==> config.mk <==
export PLATFORM = sky130hd
export DESIGN_NAME = obt_xcvr
export DESIGN_NICKNAME = d
export VERILOG_FILES = /design/src/design/obt_pkg.sv /design/src/design/obt_buf2.sv /design/src/design/obt_xcvr.sv
export SDC_FILE = /design/constraint.sdc
export NUM_CORES = 1
export LEC_CHECK = 0
export ABC_AREA = 1
export CORE_MARGIN = 2
export CORE_UTILIZATION = 36
export DETAILED_ROUTE_END_ITERATION = 16
export DONT_BUFFER_PORTS = 1
export GPL_TIMING_DRIVEN = 1
export SLEW_MARGIN = 15
export SYNTH_ARGS = -nofsm -noshare
export SYNTH_HDL_FRONTEND = slang
export SYNTH_SLANG_ARGS = --single-unit
==> constraint.sdc <==
create_clock -name pclk -period 3.5 [get_ports pclk]
set_clock_uncertainty 0.1 [all_clocks]
set_input_delay 0.7 -clock pclk [delete_from_list [all_inputs] [get_ports pclk]]
set_output_delay 0.7 -clock pclk [all_outputs]
set_load 0.03 [all_outputs]
==> src/design/obt_pkg.sv <==
// obt_pkg: constants for the octal registered bus transceiver
// assumes: every file of the block imports the whole package
package obt_pkg;

  // data path width and capture stream
  localparam int OBT_W = 8;
  localparam int OBT_CAP_W = 18;
  localparam int OBT_BUF_DEPTH = 2;

  // apb address width and register byte offsets
  localparam int OBT_AW = 8;
  localparam logic [7:0] OBT_CTRL_OFF = 8'h00;
  localparam logic [7:0] OBT_STORE_OFF = 8'h04;
  localparam logic [7:0] OBT_STAT_OFF = 8'h08;

  // control register fields
  localparam int OBT_CTRL_ENN = 0;
  localparam int OBT_CTRL_DIR = 1;
  localparam int OBT_CTRL_SELB = 2;
  localparam int OBT_CTRL_SELA = 3;
  localparam int OBT_CTRL_W = 4;
  localparam logic [3:0] OBT_CTRL_RST = 4'h1;

  // stored data register fields
  localparam int OBT_STORE_A = 0;
  localparam int OBT_STORE_B = 8;

  // status register fields
  localparam int OBT_STAT_AOE = 0;
  localparam int OBT_STAT_BOE = 1;
  localparam int OBT_STAT_ACC = 2;
  localparam int OBT_STAT_VLD = 3;

  // capture stream word fields
  localparam int OBT_CAP_AHIT = 16;
  localparam int OBT_CAP_BHIT = 17;

endpackage

==> src/design/obt_buf2.sv <==
// obt_buf2: small shift buffer with valid and ready on both sides
// assumes: one clock, clock enable freezes it, entry 0 is the head
`timescale 1ns/100ps
module obt_buf2
  import obt_pkg::*;
#(
  parameter int W = OBT_CAP_W,
  parameter int DEPTH = OBT_BUF_DEPTH
) (
  input wire logic pclk,
  input wire logic presetn,
  input wire logic clk_en,
  input wire logic in_valid,
  input wire logic [W-1:0] in_data,
  output logic in_ready,
  output logic out_valid,
  output logic [W-1:0] out_data,
  input wire logic out_ready
);

  // entries, their valid flags and the registered ready
  logic [W-1:0] mem_r [DEPTH];
  logic [W-1:0] mem_nxt [DEPTH];
  logic [DEPTH-1:0] vld_r;
  logic [DEPTH-1:0] vld_nxt;
  logic rdy_r;
  logic rdy_nxt;

  // pop shifts toward the head, push fills the first free slot
  always_comb begin
    logic pop;
    logic push;
    logic done;
    pop = vld_r[0] & out_ready;
    push = in_valid & rdy_r;
    done = 1'b0;
    mem_nxt = mem_r;
    vld_nxt = vld_r;
    if (pop) begin
      for (int i = 0; i < DEPTH - 1; i++) begin
        mem_nxt[i] = mem_r[i+1];
        vld_nxt[i] = vld_r[i+1];
      end
      vld_nxt[DEPTH-1] = 1'b0;
    end
    for (int i = 0; i < DEPTH; i++) begin
      // first empty slot after the pop takes the word
      if (push && !done && !vld_nxt[i]) begin
        mem_nxt[i] = in_data;
        vld_nxt[i] = 1'b1;
        done = 1'b1;
      end
    end
    rdy_nxt = ~vld_nxt[DEPTH-1];
  end

  // flags reset to empty and ready
  always_ff @(posedge pclk or negedge presetn) begin
    if (!presetn) begin
      vld_r <= '0;
      rdy_r <= 1'b1;
    end else if (clk_en) begin
      vld_r <= vld_nxt;
      rdy_r <= rdy_nxt;
    end
  end

  // entry storage needs no reset, valid flags guard it
  always_ff @(posedge pclk) begin
    if (clk_en) begin
      mem_r <= mem_nxt;
    end
  end

  assign in_ready = rdy_r;
  assign out_valid = vld_r[0];
  assign out_data = mem_r[0];

endmodule // obt_buf2

==> src/design/obt_xcvr.sv <==
// obt_xcvr: octal registered bus transceiver with apb control
// assumes: pin inputs synchronous to pclk, capture clocks sampled
`timescale 1ns/100ps
module obt_xcvr
  import obt_pkg::*;
(
  input wire logic pclk,
  input wire logic presetn,
  input wire logic clk_en,
  input wire logic psel,
  input wire logic penable,
  input wire logic pwrite,
  input wire logic [OBT_AW-1:0] paddr,
  input wire logic [31:0] pwdata,
  output logic [31:0] prdata,
  output logic pready,
  output logic pslverr,
  input wire logic [OBT_W-1:0] a_in,
  output logic [OBT_W-1:0] a_out,
  output logic a_oe,
  input wire logic [OBT_W-1:0] b_in,
  output logic [OBT_W-1:0] b_out,
  output logic b_oe,
  input wire logic a_to_b_capture_clock,
  input wire logic b_to_a_capture_clock,
  output logic cap_valid,
  output logic [OBT_CAP_W-1:0] cap_data,
  input wire logic cap_ready,
  output logic cap_accept
);

  // control register and its fields
  logic [OBT_CTRL_W-1:0] ctrl_r;
  logic [OBT_CTRL_W-1:0] ctrl_nxt;
  logic en_n;
  logic dir;
  logic sel_b;
  logic sel_a;

  // apb answer registers
  logic [31:0] prdata_r;
  logic [31:0] prdata_nxt;
  logic pready_r;
  logic pready_nxt;
  logic pslverr_r;
  logic pslverr_nxt;

  // capture clock history for edge detection
  logic ab_q_r;
  logic ab_q_nxt;
  logic ba_q_r;
  logic ba_q_nxt;
  logic a_hit;
  logic b_hit;

  // storage registers, fed from port a and port b
  logic [OBT_W-1:0] a_store_r;
  logic [OBT_W-1:0] a_store_nxt;
  logic [OBT_W-1:0] b_store_r;
  logic [OBT_W-1:0] b_store_nxt;

  // pin output registers
  logic [OBT_W-1:0] a_out_r;
  logic [OBT_W-1:0] a_out_nxt;
  logic [OBT_W-1:0] b_out_r;
  logic [OBT_W-1:0] b_out_nxt;
  logic a_oe_r;
  logic a_oe_nxt;
  logic b_oe_r;
  logic b_oe_nxt;

  // capture stream into the buffer
  logic push_valid;
  logic [OBT_CAP_W-1:0] push_word;

  assign en_n = ctrl_r[OBT_CTRL_ENN];
  assign dir = ctrl_r[OBT_CTRL_DIR];
  assign sel_b = ctrl_r[OBT_CTRL_SELB];
  assign sel_a = ctrl_r[OBT_CTRL_SELA];

  // apb slave

  // setup cycle prepares the answer, access edge commits a write
  always_comb begin
    logic acc;
    acc = psel & penable & pready_r;
    ctrl_nxt = ctrl_r;
    prdata_nxt = prdata_r;
    pslverr_nxt = 1'b0;
    pready_nxt = psel & ~penable;
    if (psel && !penable) begin
      // decode in the setup cycle
      prdata_nxt = '0;
      case (paddr)
        OBT_CTRL_OFF: begin
          prdata_nxt[OBT_CTRL_W-1:0] = ctrl_r;
        end
        OBT_STORE_OFF: begin
          prdata_nxt[OBT_STORE_A +: OBT_W] = a_store_r;
          prdata_nxt[OBT_STORE_B +: OBT_W] = b_store_r;
        end
        OBT_STAT_OFF: begin
          prdata_nxt[OBT_STAT_AOE] = a_oe_r;
          prdata_nxt[OBT_STAT_BOE] = b_oe_r;
          prdata_nxt[OBT_STAT_ACC] = cap_accept;
          prdata_nxt[OBT_STAT_VLD] = cap_valid;
        end
        default: begin
          // unmapped address answers with an error
          pslverr_nxt = 1'b1;
        end
      endcase
    end else if (psel && penable && !pready_r) begin
      // hold the error until the access completes
      pslverr_nxt = pslverr_r;
    end
    if (acc && pwrite && paddr == OBT_CTRL_OFF) begin
      // only the control register is writable
      ctrl_nxt = pwdata[OBT_CTRL_W-1:0];
    end
  end

  // apb and control state, isolation after reset
  always_ff @(posedge pclk or negedge presetn) begin
    if (!presetn) begin
      ctrl_r <= OBT_CTRL_RST;
      prdata_r <= '0;
      pready_r <= 1'b0;
      pslverr_r <= 1'b0;
    end else if (clk_en) begin
      ctrl_r <= ctrl_nxt;
      prdata_r <= prdata_nxt;
      pready_r <= pready_nxt;
      pslverr_r <= pslverr_nxt;
    end
  end

  // capture

  // rising edges of the capture clocks, never gated by controls
  assign a_hit = a_to_b_capture_clock & ~ab_q_r;
  assign b_hit = b_to_a_capture_clock & ~ba_q_r;

  // clock history tracks the sampled capture clock pins
  always_comb begin
    ab_q_nxt = a_to_b_capture_clock;
    ba_q_nxt = b_to_a_capture_clock;
  end

  // history starts high so a clock held high is no edge
  always_ff @(posedge pclk or negedge presetn) begin
    if (!presetn) begin
      ab_q_r <= 1'b1;
      ba_q_r <= 1'b1;
    end else if (clk_en) begin
      ab_q_r <= ab_q_nxt;
      ba_q_r <= ba_q_nxt;
    end
  end

  // each register loads its own port on its own edge, any mode
  always_comb begin
    a_store_nxt = a_hit ? a_in : a_store_r;
    b_store_nxt = b_hit ? b_in : b_store_r;
  end

  // storage holds unknown data until its first capture edge
  always_ff @(posedge pclk) begin
    if (clk_en) begin
      a_store_r <= a_store_nxt;
      b_store_r <= b_store_nxt;
    end
  end

  // output paths

  // enables from bus enable and direction, data muxed and inverted
  always_comb begin
    a_oe_nxt = ~en_n & ~dir;
    b_oe_nxt = ~en_n & dir;
    // low select passes live data, high passes stored data
    a_out_nxt = ~(sel_a ? b_store_r : b_in);
    b_out_nxt = ~(sel_b ? a_store_r : a_in);
  end

  // registered pins switch once per edge, so no mux glitch
  always_ff @(posedge pclk or negedge presetn) begin
    if (!presetn) begin
      a_out_r <= '0;
      b_out_r <= '0;
      a_oe_r <= 1'b0;
      b_oe_r <= 1'b0;
    end else if (clk_en) begin
      a_out_r <= a_out_nxt;
      b_out_r <= b_out_nxt;
      a_oe_r <= a_oe_nxt;
      b_oe_r <= b_oe_nxt;
    end
  end

  // capture stream

  // every capture cycle offers one word holding both registers
  always_comb begin
    push_valid = a_hit | b_hit;
    push_word = '0;
    push_word[OBT_STORE_A +: OBT_W] = a_store_nxt;
    push_word[OBT_STORE_B +: OBT_W] = b_store_nxt;
    push_word[OBT_CAP_AHIT] = a_hit;
    push_word[OBT_CAP_BHIT] = b_hit;
  end

  // two entry buffer toward the stream reader
  obt_buf2 #(
    .W(OBT_CAP_W),
    .DEPTH(OBT_BUF_DEPTH)
  ) u_buf (
    .pclk(pclk),
    .presetn(presetn),
    .clk_en(clk_en),
    .in_valid(push_valid),
    .in_data(push_word),
    .in_ready(cap_accept),
    .out_valid(cap_valid),
    .out_data(cap_data),
    .out_ready(cap_ready)
  );

  assign prdata = prdata_r;
  assign pready = pready_r;
  assign pslverr = pslverr_r;
  assign a_out = a_out_r;
  assign b_out = b_out_r;
  assign a_oe = a_oe_r;
  assign b_oe = b_oe_r;
endmodule // obt_xcvr

==> results.toml <==
[run_status]
status = "complete, no violations"

[critical_path]
worst_path_arrival_time_ps = 2100
critical_path.n_buffers_inverters = 3
worst-path-max-fanout = 22
worstSetupEndpointType = "flop"
timing.critical_path.cells = "inv_1, nand2_1, a21boi_1, nand2_1, buf_4, inv_2, nand2_1, nand2_1"
regToRegSetupSlack_ps = 1380
worstSetupStartpointType = "flop"
critPathKind = "reg -> reg"
critPathMaxStageDelay_ps = 510
worst_ep_required_time_ps = 3480
timing.critical_path.mode_cell = "sky130_fd_sc_hd__nand2_1"
critical_path.slowest_cell = "sky130_fd_sc_hd__dfstp_2"
timing.critical_path.max_delay_family = "simple AND/OR/NAND/NOR gates"

[route]
met2WireLength_um = 4762
route.detailed.wl_per_inst_um = 16.89
antenna_left = 0
post-route-drc-count = 0
drt_first_pass_iters = 4
met3_length_um = 869
detail_route.wirelength_um = 9730
viasPerCell = 4.922
maxUsedRoutingLayer = "met4"
wl_met1_um = 3982
drt-initial-drc-count = 171
overall_via_count_from_detail_route = 2835

[final_layout]
total_area_of_multi_input_combinational_cells_sq_um = 1301
antenna-diode-count = 0
nets = 489
layout-drive-gt1-share_pct = 8.858
stdcell_area_sq_um = 4653
synthToLayoutAreaGrowth_pct = 6.745
area_used_by_sequential_logic_in_the_layout_sq_um = 2693
layout.cells.non_filler = 576
layout.filler_cells = 1177

[placement]
gpl_congestion = 0.7993
port_buffers = 0
post-place-cells = 559
dpl-instance-area_sq_um = 4292
hpwl_um = 6914

[logic_synthesis]
synth_cells = 442
synth_seq_area_share_pct = 61.77
synthTopCellsByArea = "sky130_fd_sc_hd__edfxtp_1 36%, sky130_fd_sc_hd__dfrtp_1 24%, sky130_fd_sc_hd__nand2_1 16%"
synth.cell_area_sq_um = 4359
syn_avg_cell_area_sq_um = 9.862
yosys_warnings = 0
yosysTopAreaCell = "sky130_fd_sc_hd__edfxtp_1"
synth_largest_type_area_fraction_pct = 35.82
yosys.cell_types.count = 27
postSynthRegisterBits = 97

[timing]
hold_viol_final = 0
grt_setup_unrepaired = "false"
final_min_period_over_clock_period_pct = 60.43
clock.fmax_ghz = 0.4728
final_period_minus_worst_setup_slack_ps = 2115
timing.final.setup_violations = 0
final_max_slew_viol_count = 0
holdWs_ps = 93.06
max-slew-margin-rel_pct = 54.15
setup-tns-final_ps = 0
tightest_slew_ps = 685.5

[flow_run]
drv.max_cap_violation_count = 0

[global_route]
largest_net_degree_at_the_start_of_global_routing = 44
grt_antenna_before_repair = 0
globalRouteOverflowTotal = 0
via_count_of_the_first_global_routing_pass = 2761
grt_pass1_wl_um = 15340
gr-usage-all-layers_pct = 15.84

[die]
start_util_pct = 36.60
io_pins = 137
placeable_core_area_sq_um = 11910
floorplan.rows = 40
die_width_um = 114.0
die_y_um = 114.0
die-area_sq_um = 13010

[pwr]
ir_worst_vdd_uv = 248.6
power-per-cell-area_nw_per_um2 = 626.1
total_leakage_power_nw = 2.058

[cts]
clock_sinks = 97
cts_tree = "built"
htree_levels = 3
post_cts_gate_resize_count = 0
numCtsBuffers = 9
post_cts_buffers = 0
clock_path_buffers = 2
holdBufCountCts = 1
clk_pin_slew_ps = 70
cts-root-buf = "sky130_fd_sc_hd__clkbuf_16"
insertion_delay_ps = 340

[min_path]
timing.hold.worst.class = "in -> async"
## worst paths after layout
check                      cells past startpoint               start                          end
min reg2reg                                    2  ba_q_r$_DFFE_PN1P_           ba_q_r$_DFFE_PN1P_
max reg2reg                                    8  ba_q_r$_DFFE_PN1P_  u_buf.out_data[0]$_DFFE_PP_
min                                            1             presetn         b_out[5]$_DFFE_PN0P_
max                                            8  ba_q_r$_DFFE_PN1P_  u_buf.out_data[0]$_DFFE_PP_
min in group pclk                              1              clk_en           ab_q_r$_DFFE_PN1P_
max in group asynchronous                      1             presetn         a_out[1]$_DFFE_PN0P_
## layout by cell type (no fill, tap or decap)
master	n
sky130_fd_sc_hd__nand2_1	187
sky130_fd_sc_hd__edfxtp_1	52
sky130_fd_sc_hd__dfrtp_1	41
sky130_fd_sc_hd__o21ai_0	20
sky130_fd_sc_hd__a21oi_1	17
sky130_fd_sc_hd__a22o_1	16
sky130_fd_sc_hd__conb_1	16
sky130_fd_sc_hd__inv_1	15
sky130_fd_sc_hd__nand3_1	13
sky130_fd_sc_hd__clkbuf_16	9
sky130_fd_sc_hd__nor2_1	6
sky130_fd_sc_hd__o21ai_2	5
sky130_fd_sc_hd__clkinv_1	4
sky130_fd_sc_hd__dfstp_2	4
sky130_fd_sc_hd__buf_4	4
sky130_fd_sc_hd__bufinv_16	3
sky130_fd_sc_hd__clkinv_2	3
sky130_fd_sc_hd__inv_4	2
sky130_fd_sc_hd__nor2_2	2
sky130_fd_sc_hd__a21boi_1	1
sky130_fd_sc_hd__inv_2	1
sky130_fd_sc_hd__nand4_1	1
sky130_fd_sc_hd__nor3b_2	1
sky130_fd_sc_hd__a21oi_2	1
sky130_fd_sc_hd__nor3_4	1
sky130_fd_sc_hd__o21ai_1	1
sky130_fd_sc_hd__o211ai_1	1
sky130_fd_sc_hd__or2_2	1
sky130_fd_sc_hd__buf_16	1
## metal layers
layer  GRT usage [%]  up-vias
li1                -     1373
met1           18.81     1343
met2           25.95      113
met3           7.279        6
met4           4.472        0
met5               0        -
## registers in the layout, summed over array words and instances (netlist names)
signal	flops
a_oe	1
u_buf.vld_r	2
b_oe	1
pslverr	1
u_buf.mem_r	18
b_store_r	8
a_out	8
a_store_r	8
b_out	8
u_buf.in_ready	1
ab_q_r	1
pready	1
ba_q_r	1
ctrl_r	4
prdata	16
u_buf.out_data	18
## synthesized netlist by cell type
| master | n |
|---|---|
| sky130_fd_sc_hd__nand2_1 | 187 |
| sky130_fd_sc_hd__edfxtp_1 | 52 |
| sky130_fd_sc_hd__dfrtp_1 | 41 |
| sky130_fd_sc_hd__buf_4 | 36 |
| sky130_fd_sc_hd__o21ai_0 | 20 |
| sky130_fd_sc_hd__a21oi_1 | 18 |
| sky130_fd_sc_hd__a22o_1 | 16 |
| sky130_fd_sc_hd__inv_1 | 15 |
| sky130_fd_sc_hd__nand3_1 | 13 |
| sky130_fd_sc_hd__clkbuf_1 | 6 |
| sky130_fd_sc_hd__nor2_1 | 6 |
| sky130_fd_sc_hd__o21ai_2 | 5 |
| sky130_fd_sc_hd__buf_2 | 4 |
| sky130_fd_sc_hd__dfstp_2 | 4 |
| sky130_fd_sc_hd__buf_6 | 3 |
| sky130_fd_sc_hd__clkinv_1 | 3 |
| sky130_fd_sc_hd__inv_4 | 2 |
| sky130_fd_sc_hd__nor2_2 | 2 |
| sky130_fd_sc_hd__a21boi_1 | 1 |
| sky130_fd_sc_hd__conb_1 | 1 |
| sky130_fd_sc_hd__inv_2 | 1 |
| sky130_fd_sc_hd__nand4_1 | 1 |
| sky130_fd_sc_hd__nor3_4 | 1 |
| sky130_fd_sc_hd__nor3b_1 | 1 |
| sky130_fd_sc_hd__o211ai_1 | 1 |
| sky130_fd_sc_hd__o21ai_1 | 1 |
| sky130_fd_sc_hd__or2_2 | 1 |
## layout make-up
cell class	count	area share (%)
Clock buffer	9	4.840
Timing Repair Buffer	5	1.237
Multi-Input combinational cell	290	27.96
Clock inverter	7	2.339
Tap cell	147	3.953
Sequential cell	97	57.87
Inverter	21	1.802
## cell families after synthesis
kind of cell    count (synthesis)  synth area share, %
flops                          97                61.77
compound gates                 62                9.041
buf+inv                        70                9.873
other cells                     1              0.08603
simple gates                  212                19.23
## per-stage QoR
| stage | util [%] | setup slack, ps | power [mW] |
|---|---|---|---|
| 2_1_floorplan | - | 482.2 | 1.794 |
| 3_3_place_gp | 36.03 | 1137 | 1.822 |
| 3_5_place_dp | 36.03 | 1111 | 1.832 |
| 4_1_cts | 39.07 | 1359 | 2.947 |
| 5_1_grt | 39.07 | 1152 | 3.044 |
| 6_report | 39.07 | 1385 | 2.913 |
## where the power goes
| part | internal [mW] | switching, mW | leakage [nW] |
|---|---|---|---|
| combinational | 0.0819 | 0.205 | 0.823 |
| clock | 0.692 | 0.406 | 0.167 |
| sequential | 1.34 | 0.187 | 1.07 |
| total | 2.11 | 0.799 | 2.06 |
Note: power is estimated with default switching activity, not from simulation.
